--- src/rtl/lpmc_pkg.sv ---
package lpmc_pkg;

    // ****************************************
    // Modes
    // ****************************************
    typedef enum logic [2:0] {
        LPMC_RUN = 3'h0,
        LPMC_VLP_RUN = 3'h1,
        LPMC_WAIT = 3'h2,
        LPMC_VLP_WAIT = 3'h3,
        LPMC_STOP = 3'h4,
        LPMC_VLP_STOP = 3'h5,
        LPMC_HS_RUN = 3'h6
    } lpmc_mode_t;

    // Run configuration requested by software
    typedef enum logic [1:0] {
        LPMC_CFG_RUN = 2'h0,
        LPMC_CFG_VLP = 2'h1,
        LPMC_CFG_HS = 2'h2
    } lpmc_runcfg_t;

    // ****************************************
    // Clock and power enables
    // ****************************************
    typedef struct packed {
        logic core_clk_en;
        logic periph_clk_en;
        logic reduced_freq;
        logic nested_vector_irq_ctrl_clk_en;
        logic async_wake_irq_ctrl_en;
        logic lvd_en;
        logic sram_retain;
        logic adc_clk_en;
        logic cmp_clk_en;
        logic low_power_timer_clk_en;
        logic rtc_clk_en;
        logic pin_irq_en;
        logic osc_en;
        logic periodic_interval_timer_clk_en;
        logic flexible_io_unit_clk_en;
        logic serial_clk_en;
        logic dma_clk_en;
    } lpmc_ctrl_t;

    localparam lpmc_ctrl_t LPMC_CTRL_RST = '{
        core_clk_en: 1'b1, periph_clk_en: 1'b1, reduced_freq: 1'b0,
        nested_vector_irq_ctrl_clk_en: 1'b1, async_wake_irq_ctrl_en: 1'b0, lvd_en: 1'b1, sram_retain: 1'b1,
        adc_clk_en: 1'b1, cmp_clk_en: 1'b1, low_power_timer_clk_en: 1'b1,
        rtc_clk_en: 1'b1, pin_irq_en: 1'b1, osc_en: 1'b1,
        periodic_interval_timer_clk_en: 1'b1, flexible_io_unit_clk_en: 1'b1, serial_clk_en: 1'b1,
        dma_clk_en: 1'b1
    };

    typedef struct packed {
        lpmc_mode_t mode;
        lpmc_mode_t resume_mode;
        lpmc_ctrl_t ctrl;
        logic eeprom_wr_block;
        logic flash_cmd_block;
        logic clk_restart_req;
        logic [1:0] rst_sync;
    } lpmc_state_t;

endpackage : lpmc_pkg

--- src/rtl/lpmc_power_mode_ctrl.sv ---
`timescale 1ns/1ps
module lpmc_power_mode_ctrl (
    input wire logic mclk_i,
    input wire logic rstn_i,
    input wire lpmc_pkg::lpmc_runcfg_t run_cfg_i,
    input wire logic sleep_deep_i,
    input wire logic wait_for_interrupt_insn_i,
    input wire logic wait_for_event_insn_i,
    input wire logic nested_vector_irq_ctrl_irq_pending_i,
    input wire logic async_wake_event_i,
    input wire logic clk_restarted_i,
    output lpmc_pkg::lpmc_mode_t mode_o,
    output lpmc_pkg::lpmc_ctrl_t ctrl_o,
    output logic eeprom_wr_block_o,
    output logic flash_cmd_block_o,
    output logic clk_restart_req_o
);

    // ****************************************
    // State
    // ****************************************
    lpmc_pkg::lpmc_state_t st;
    lpmc_pkg::lpmc_state_t next_st;

    // Whole state after reset; the sync chain restarts from zero
    localparam lpmc_pkg::lpmc_state_t ST_RST = '{
        mode: lpmc_pkg::LPMC_RUN,
        resume_mode: lpmc_pkg::LPMC_RUN,
        ctrl: lpmc_pkg::LPMC_CTRL_RST,
        eeprom_wr_block: 1'b0,
        flash_cmd_block: 1'b0,
        clk_restart_req: 1'b0,
        rst_sync: 2'h0
    };

    // ****************************************
    // Per-mode enables
    // ****************************************
    function automatic lpmc_pkg::lpmc_ctrl_t mode_ctrl(input lpmc_pkg::lpmc_mode_t m);
        lpmc_pkg::lpmc_ctrl_t c;
        c = lpmc_pkg::LPMC_CTRL_RST;
        case (m)
            lpmc_pkg::LPMC_RUN: begin
                c.core_clk_en = 1'b1;
                c.periph_clk_en = 1'b1;
                c.reduced_freq = 1'b0;
                c.nested_vector_irq_ctrl_clk_en = 1'b1;
                c.async_wake_irq_ctrl_en = 1'b0;
                c.lvd_en = 1'b1;
                c.sram_retain = 1'b1;
                c.adc_clk_en = 1'b1;
                c.cmp_clk_en = 1'b1;
                c.low_power_timer_clk_en = 1'b1;
                c.rtc_clk_en = 1'b1;
                c.pin_irq_en = 1'b1;
                c.osc_en = 1'b1;
                c.periodic_interval_timer_clk_en = 1'b1;
                c.flexible_io_unit_clk_en = 1'b1;
                c.serial_clk_en = 1'b1;
                c.dma_clk_en = 1'b1;
            end
            lpmc_pkg::LPMC_HS_RUN: begin
                c.core_clk_en = 1'b1;
                c.periph_clk_en = 1'b1;
                c.reduced_freq = 1'b0;
                c.nested_vector_irq_ctrl_clk_en = 1'b1;
                c.async_wake_irq_ctrl_en = 1'b0;
                c.lvd_en = 1'b1;
                c.sram_retain = 1'b1;
                c.adc_clk_en = 1'b1;
                c.cmp_clk_en = 1'b1;
                c.low_power_timer_clk_en = 1'b1;
                c.rtc_clk_en = 1'b1;
                c.pin_irq_en = 1'b1;
                c.osc_en = 1'b1;
                c.periodic_interval_timer_clk_en = 1'b1;
                c.flexible_io_unit_clk_en = 1'b1;
                c.serial_clk_en = 1'b1;
                c.dma_clk_en = 1'b1;
            end
            lpmc_pkg::LPMC_VLP_RUN: begin
                c.core_clk_en = 1'b1;
                c.periph_clk_en = 1'b1;
                c.reduced_freq = 1'b1;
                c.nested_vector_irq_ctrl_clk_en = 1'b1;
                c.async_wake_irq_ctrl_en = 1'b0;
                c.lvd_en = 1'b0;
                c.sram_retain = 1'b1;
                c.adc_clk_en = 1'b1;
                c.cmp_clk_en = 1'b1;
                c.low_power_timer_clk_en = 1'b1;
                c.rtc_clk_en = 1'b1;
                c.pin_irq_en = 1'b1;
                c.osc_en = 1'b1;
                c.periodic_interval_timer_clk_en = 1'b1;
                c.flexible_io_unit_clk_en = 1'b1;
                c.serial_clk_en = 1'b1;
                c.dma_clk_en = 1'b1;
            end
            lpmc_pkg::LPMC_WAIT: begin
                c.core_clk_en = 1'b0;
                c.periph_clk_en = 1'b1;
                c.reduced_freq = 1'b0;
                c.nested_vector_irq_ctrl_clk_en = 1'b1;
                c.async_wake_irq_ctrl_en = 1'b0;
                c.lvd_en = 1'b1;
                c.sram_retain = 1'b1;
                c.adc_clk_en = 1'b1;
                c.cmp_clk_en = 1'b1;
                c.low_power_timer_clk_en = 1'b1;
                c.rtc_clk_en = 1'b1;
                c.pin_irq_en = 1'b1;
                c.osc_en = 1'b1;
                c.periodic_interval_timer_clk_en = 1'b1;
                c.flexible_io_unit_clk_en = 1'b1;
                c.serial_clk_en = 1'b1;
                c.dma_clk_en = 1'b1;
            end
            lpmc_pkg::LPMC_VLP_WAIT: begin
                c.core_clk_en = 1'b0;
                c.periph_clk_en = 1'b1;
                c.reduced_freq = 1'b1;
                c.nested_vector_irq_ctrl_clk_en = 1'b1;
                c.async_wake_irq_ctrl_en = 1'b0;
                c.lvd_en = 1'b0;
                c.sram_retain = 1'b1;
                c.adc_clk_en = 1'b1;
                c.cmp_clk_en = 1'b1;
                c.low_power_timer_clk_en = 1'b1;
                c.rtc_clk_en = 1'b1;
                c.pin_irq_en = 1'b1;
                c.osc_en = 1'b1;
                c.periodic_interval_timer_clk_en = 1'b1;
                c.flexible_io_unit_clk_en = 1'b1;
                c.serial_clk_en = 1'b1;
                c.dma_clk_en = 1'b1;
            end
            lpmc_pkg::LPMC_STOP: begin
                c.core_clk_en = 1'b0;
                c.periph_clk_en = 1'b0;
                c.reduced_freq = 1'b0;
                c.nested_vector_irq_ctrl_clk_en = 1'b0;
                c.async_wake_irq_ctrl_en = 1'b1;
                c.lvd_en = 1'b1;
                c.sram_retain = 1'b1;
                c.adc_clk_en = 1'b1;
                c.cmp_clk_en = 1'b1;
                c.low_power_timer_clk_en = 1'b1;
                c.rtc_clk_en = 1'b1;
                c.pin_irq_en = 1'b1;
                c.osc_en = 1'b0;
                c.periodic_interval_timer_clk_en = 1'b0;
                c.flexible_io_unit_clk_en = 1'b0;
                c.serial_clk_en = 1'b0;
                c.dma_clk_en = 1'b0;
            end
            lpmc_pkg::LPMC_VLP_STOP: begin
                c.core_clk_en = 1'b0;
                c.periph_clk_en = 1'b0;
                c.reduced_freq = 1'b1;
                c.nested_vector_irq_ctrl_clk_en = 1'b0;
                c.async_wake_irq_ctrl_en = 1'b1;
                c.lvd_en = 1'b0;
                c.sram_retain = 1'b1;
                c.adc_clk_en = 1'b1;
                c.cmp_clk_en = 1'b1;
                c.low_power_timer_clk_en = 1'b1;
                c.rtc_clk_en = 1'b1;
                c.pin_irq_en = 1'b0;
                c.osc_en = 1'b1;
                c.periodic_interval_timer_clk_en = 1'b1;
                c.flexible_io_unit_clk_en = 1'b1;
                c.serial_clk_en = 1'b1;
                c.dma_clk_en = 1'b1;
            end
            default: begin
                c = lpmc_pkg::LPMC_CTRL_RST;
            end
        endcase
        return c;
    endfunction : mode_ctrl

    // Unknown codes block too: refusing a write is the safe side
    function automatic logic mode_blocks(input lpmc_pkg::lpmc_mode_t m);
        logic b;
        b = 1'b1;
        case (m)
            lpmc_pkg::LPMC_RUN: b = 1'b0;
            lpmc_pkg::LPMC_WAIT: b = 1'b0;
            lpmc_pkg::LPMC_STOP: b = 1'b0;
            lpmc_pkg::LPMC_VLP_RUN: b = 1'b1;
            lpmc_pkg::LPMC_VLP_WAIT: b = 1'b1;
            lpmc_pkg::LPMC_VLP_STOP: b = 1'b1;
            lpmc_pkg::LPMC_HS_RUN: b = 1'b1;
            default: b = 1'b1;
        endcase
        return b;
    endfunction : mode_blocks

    function automatic lpmc_pkg::lpmc_mode_t cfg_mode(input lpmc_pkg::lpmc_runcfg_t r);
        lpmc_pkg::lpmc_mode_t m;
        case (r)
            lpmc_pkg::LPMC_CFG_VLP: m = lpmc_pkg::LPMC_VLP_RUN;
            lpmc_pkg::LPMC_CFG_HS: m = lpmc_pkg::LPMC_HS_RUN;
            default: m = lpmc_pkg::LPMC_RUN;
        endcase
        return m;
    endfunction : cfg_mode

    // ****************************************
    // Mode sequencing
    // ****************************************
    always_comb begin
        lpmc_pkg::lpmc_mode_t target;
        target = lpmc_pkg::LPMC_RUN;
        next_st = st;
        next_st.clk_restart_req = 1'b0;
        case (st.mode)
            lpmc_pkg::LPMC_RUN, lpmc_pkg::LPMC_VLP_RUN, lpmc_pkg::LPMC_HS_RUN: begin
                if (wait_for_interrupt_insn_i || wait_for_event_insn_i) begin
                    // deep-sleep selects stop class, VLP run selects VLP flavour
                    next_st.resume_mode = st.mode;
                    if (sleep_deep_i) begin
                        target = (st.mode == lpmc_pkg::LPMC_VLP_RUN) ?
                            lpmc_pkg::LPMC_VLP_STOP : lpmc_pkg::LPMC_STOP;
                    end else begin
                        target = (st.mode == lpmc_pkg::LPMC_VLP_RUN) ?
                            lpmc_pkg::LPMC_VLP_WAIT : lpmc_pkg::LPMC_WAIT;
                    end
                    next_st.mode = target;
                end else begin
                    // Run configuration only changes while awake
                    next_st.mode = cfg_mode(run_cfg_i);
                end
            end
            lpmc_pkg::LPMC_WAIT, lpmc_pkg::LPMC_VLP_WAIT: begin
                if (nested_vector_irq_ctrl_irq_pending_i) begin
                    next_st.mode = st.resume_mode;
                end
            end
            lpmc_pkg::LPMC_STOP, lpmc_pkg::LPMC_VLP_STOP: begin
                // Vectored controller is unclocked; only the wake controller counts
                if (async_wake_event_i) begin
                    next_st.clk_restart_req = 1'b1;
                end
                if (clk_restarted_i && (async_wake_event_i || st.clk_restart_req)) begin
                    next_st.mode = st.resume_mode;
                    next_st.clk_restart_req = 1'b0;
                end else if (st.clk_restart_req) begin
                    next_st.clk_restart_req = 1'b1;
                end
            end
            default: begin
                next_st.mode = lpmc_pkg::LPMC_RUN;
            end
        endcase
        next_st.ctrl = mode_ctrl(next_st.mode);
        next_st.eeprom_wr_block = mode_blocks(next_st.mode);
        next_st.flash_cmd_block = next_st.eeprom_wr_block;
        next_st.rst_sync = {st.rst_sync[0], 1'b1};
        // Hold all state at reset until the release has crossed both sync flops
        if (!st.rst_sync[1]) begin
            next_st = ST_RST;
            next_st.rst_sync = {st.rst_sync[0], 1'b1};
        end
    end

    // ****************************************
    // Registers
    // ****************************************
    // Assertion is asynchronous; release is paced by the sync chain above
    always_ff @(posedge mclk_i or negedge rstn_i) begin
        if (!rstn_i) begin
            st <= ST_RST;
        end else begin
            st <= next_st;
        end
    end

    // ****************************************
    // Outputs
    // ****************************************
    assign mode_o = st.mode;
    assign ctrl_o = st.ctrl;
    assign eeprom_wr_block_o = st.eeprom_wr_block;
    assign flash_cmd_block_o = st.flash_cmd_block;
    assign clk_restart_req_o = st.clk_restart_req;

endmodule : lpmc_power_mode_ctrl

--- config.mk ---
export PLATFORM = sky130hd
export DESIGN_NAME = lpmc_power_mode_ctrl
export DESIGN_NICKNAME = d
export VERILOG_FILES = /design/src/rtl/lpmc_pkg.sv /design/src/rtl/lpmc_power_mode_ctrl.sv
export SDC_FILE = /design/constraint.sdc
export NUM_CORES = 1
export LEC_CHECK = 0
export BUFFER_PORTS_ARGS = -buffer_cell sky130_fd_sc_hd__buf_4
export CORE_MARGIN = 10
export CORE_UTILIZATION = 43
export DETAILED_ROUTE_END_ITERATION = 12
export PLACE_DENSITY = 0.7
export REMOVE_ABC_BUFFERS = 1
export SETUP_SLACK_MARGIN = 0.05
export SYNTH_ARGS = -nofsm -noshare
export SYNTH_HDL_FRONTEND = slang
export SYNTH_SLANG_ARGS = --single-unit
--- constraint.sdc ---
create_clock -name mclk_i -period 1.8 [get_ports mclk_i]
set_input_delay 0.45 -clock mclk_i [delete_from_list [all_inputs] [get_ports mclk_i]]
set_output_delay 0.45 -clock mclk_i [all_outputs]
set_load 0.01 [all_outputs]
# After elaboration in Yosys (flattened, before gate mapping)
# Index checks and enable logic that the tools add are counted.
# Widths: inputs -> output; s select.
totals:
  regBits: 28
  output_inout_bits: 23
classes:
  mux: 17
  eq_ne: 15
  reduce_logical: 10
ops:
  columns: ["op", "count"]
  rows:
  - ["$pmux 17 s5", 1]
  - ["$mux 28", 1]
  - ["$mux 3", 6]
  - ["$eq 3x3->1 const B", 5]
  - ["$eq 3x2->1 const B", 4]
  - ["$pmux 3 s3", 1]
  - ["$mux 1", 7]
  - ["$eq 3x1->1 const B", 2]
  - ["$logic_not 3->1", 2]
  - ["$pmux 3 s2", 1]
  - ["$reduce_or 3->1", 2]
  - ["$ne 2x1->1 const B", 2]
  - ["$reduce_or 2->1", 2]
  - ["$eq 2x1->1 const B", 1]
  - ["$eq 2x2->1 const B", 1]
  - ["$logic_or 1x1->1", 2]
  - ["$reduce_and 2->1", 1]
  - ["$logic_and 1x1->1", 1]

# Depth between registers and ports, before layout
logic_depth:
  word_depth: 9
  depth_mapped: 7
  depth_no_buf: 6

# Least setup slack after synthesis
# No wires, ideal clock.
synth_timing:
  kind: "input -> register"
  start: "in run_cfg_i[0]"
  end: "reg st, in the netlist ctrl_o[16]"
  path_stages: 5
  setup_time_ps: 64
  arrival_ps: 1593
  slack_ps: 143
  cell_sequence: "or4b_4 -> o21a_1 -> o211a_4 -> xor2_1 -> nand3_1"
synth_rtl:
  columns: ["item", "line", "text"]
  rows:
  - ["start, declared", "lpmc_power_mode_ctrl.sv:5", "input wire lpmc_pkg::lpmc_runcfg_t run_cfg_i,"]
  - ["end signal, assigned", "lpmc_power_mode_ctrl.sv:276", "st <= next_st;"]
  - ["end, declared", "lpmc_power_mode_ctrl.sv:22", "lpmc_pkg::lpmc_state_t st;"]

==> metrics.cfg <==
[logic_synthesis]
synth.area.top_cells = dfrtp_1 (30%), buf_4 (16%), dfstp_2 (13%)
yosysSeqAreaShare_pct = 42.9
synth.distinct_cells = 30
ys_warn_count = 0
syn-cell-area_sq_mm = 0.00101
yosys-mux-area-fraction_pct = 5.22
ys_seq_elements = 17
synth_compound_area_share_pct = 11.6
synth_top_area_share_pct = 29.8
synthCells = 97
synthAdderAreaFrac_pct = 0
synth-edff-count = 0
async_reset_ff_share_pct = 100
synth-simple-area-share_pct = 21.7
synth-xor-area-share_pct = 0.870
synth_top_family_by_area = simple AND/OR/NAND/NOR gates
synth.avg_cell_area_sq_um = 10.4
yosysTopAreaCell = dfrtp_1
ys.flop_type = dfrtp_1

[critical_path]
r2r_slack_ns = 0.15
crit_path_end_kind = register
r2r_end = ctrl_o[14]
critPathLaunchType = register
cpMostUsedCell = nor2_1
slowest_stage = dfrtp_2
crit_fanout = 12
crit_arrival_ns = 1.86
critPathRequiredTime_ns = 2.01
rr_startpoint = mode_o[2]
reg2reg_depth = 6
path_class = register to register
slowest_delay_ns = 0.50
path_cells = and3b_1 -> a2bb2oi_2 -> a211oi_4 -> buf_4 -> nor2_1 -> nor2_1

[pwr]
max-vdd-ir-drop_v = 0.000664
switchingPower_mw = 0.267
total_power_mw = 0.905
p_leak_nw = 0.541
pwr_density_cell_mw_per_mm2 = 775
p_clk_share_pct = 21.8
power_frac_comb_pct = 28.5
seq_power_share_pct = 49.6
swShare_pct = 29.6
p_int_mw = 0.637

[clocking]
clock_tree.buffer_depth = 2
clk-insertion-delay-late_ns = 0.28
cts_tree = yes
cts_buffers = 3
htreeDepth = 1
cts.clk_slew.worst_paths_ns = 0.09
cts-root-buf = clkbuf_4
cts_sinks = 17

[timing]
rsz0062_at_grt = false
finClkSkew_ns = 0.00468
slew_violations = 0
finalSetupViolCount = 0
fin_crit_sh_pct = 91.5
fmax_mhz = 607
fin_setup_tns_ns = 0
hold_viol = 0
timing.hold.ws_ns = 0.313
min_period_ns = 1.65

[route]
drtIter0Drc = 28
vias_per_cell = 4.90
route.antenna.remaining_nets = 0
wire_per_inst_microns = 14.7
wl_microns = 2100
drcViolationCount = 0
via_count = 701
dr.pass1.iters = 4

[floorplan]
start_util_pct = 45.5
die_x_microns = 68.4
die-area_sq_mm = 0.00468
fp-row-count = 17
core_region_area_sq_mm = 0.00221
io_pins = 33
fp.dieH_microns = 68.4

[cells_and_area]
layout_common_cells = buf_4 (31), dfrtp_1 (10), nor2_1 (9)
layout_commonest_cell = buf_4
drive_gt1_share_pct = 43.5
antenna_cells = 0
nFillCells = 222
syn_to_final_growth_pct = 15.9
fin_nets = 126

[place]
hpwl_microns = 1630
port_buffers = 27
gp_congestion = 0.744

[min_path]
min_to = clk_restart_req_o
worstHoldStart = clk_restarted_i
holdPathStages = 2
worstHoldPathType = input port to register

[global_routing]
grt_usage_pct = 9.15
grt_pass1_wl_microns = 3280
overflow = 0
grt_max_degree = 18
antenna_found_initial = 0
grt_pass1_vias = 708

[run_status]
status = finished, final reports clean

[flow_run]
drv_cap = 0

through the flow:
step | setup WS (ns) | instances | util (%) | instance area [sq um]
2_1_floorplan | 0.143 | 79 | - | 858
3_5_place_dp | -0.0454 | 137 | 50.6 | 1120
3_3_place_gp | -0.00849 | 137 | 50.6 | 1120
5_1_grt | 0.0598 | 143 | 52.8 | 1170
6_report | 0.153 | 143 | 52.8 | 1170
4_1_cts | 0.103 | 141 | 51.8 | 1140
worst max-delay path by stage:
stage                     cells past startpoint    startpoint          to
after floorplan                               5  run_cfg_i[0]  ctrl_o[16]
after global placement                        7  run_cfg_i[1]  ctrl_o[11]
after detailed placement                      6  run_cfg_i[0]  ctrl_o[16]
after CTS                                     6     mode_o[2]  ctrl_o[14]
after global routing                          6     mode_o[0]  ctrl_o[14]
final                                         6     mode_o[2]  ctrl_o[14]
cell type report:
cell class | instances | area (sq um) | area share [%]
inverters | 2 | 7.51 | 0.643
well taps | 28 | 35.0 | 3.00
clock buffers | 4 | 26.3 | 2.25
multi-input cells | 60 | 422 | 36.1
flip-flops and latches | 17 | 434 | 37.2
repair buffers | 32 | 243 | 20.8
critical path: cells and delay by family (launching register included):
kind,cells,cell delay (ns)
buffers and inverters,1,0.18
AO/OA/AOI/OAI,2,0.49
flip-flops,1,0.50
AND/OR/NAND/NOR,3,0.40
state kept, by name, indices dropped and copies added, names as in the netlist:
name               count
ctrl_o                 7
st                     5
mode_o                 3
clk_restart_req_o      1
eeprom_wr_block_o      1
power by group through the flow:
stage | registers (mW) | clock network, mW | logic [mW]
6_report | 0.449 | 0.198 | 0.258
3_3_place_gp | 0.452 | 0 | 0.245
4_1_cts | 0.447 | 0.204 | 0.253
5_1_grt | 0.455 | 0.223 | 0.283
2_1_floorplan | 0.469 | 0 | 0.114
3_5_place_dp | 0.454 | 0 | 0.252
synthesized netlist by cell type (2+ instances only):
master	n
inv_1	2
nand3_1	3
nor2_1	10
nand3b_1	5
buf_2	2
nand2_1	5
o21a_1	2
mux2_2	2
dfstp_2	5
nor2b_1	3
mux2i_1	3
buf_4	21
o21ai_0	3
nor4b_1	2
nand2b_1	3
dfrtp_1	12
layer usage:
layer / vias up / wire (microns) / GRT usage, %
met5: - / 0 / 0
met4: 0 / 4 / 1.51
met3: 2 / 174 / 3.92
met2: 20 / 1130 / 16.6
met1: 342 / 791 / 9.72
li1: 337 / - / -
timing repair:
| action | in CTS | in global routing |
|---|---|---|
| gates resized for setup | 0 | 3 |
| hold buffers | 0 | 1 |
| endpoints found under the hold margin | 0 | 5 |
| buffers inserted | 0 | 1 |
| setup endpoints to repair | 0 | 3 |
cell families after synthesis:
kind of cell | count (synthesis)
AOI/OAI and AO/OA | 12
xor gates and xnor gates | 1
buffers and inverters | 25
DFF | 17
muxes | 5
other | 1
and+or+nand+nor | 36
Power figures use the tool's default switching activity.
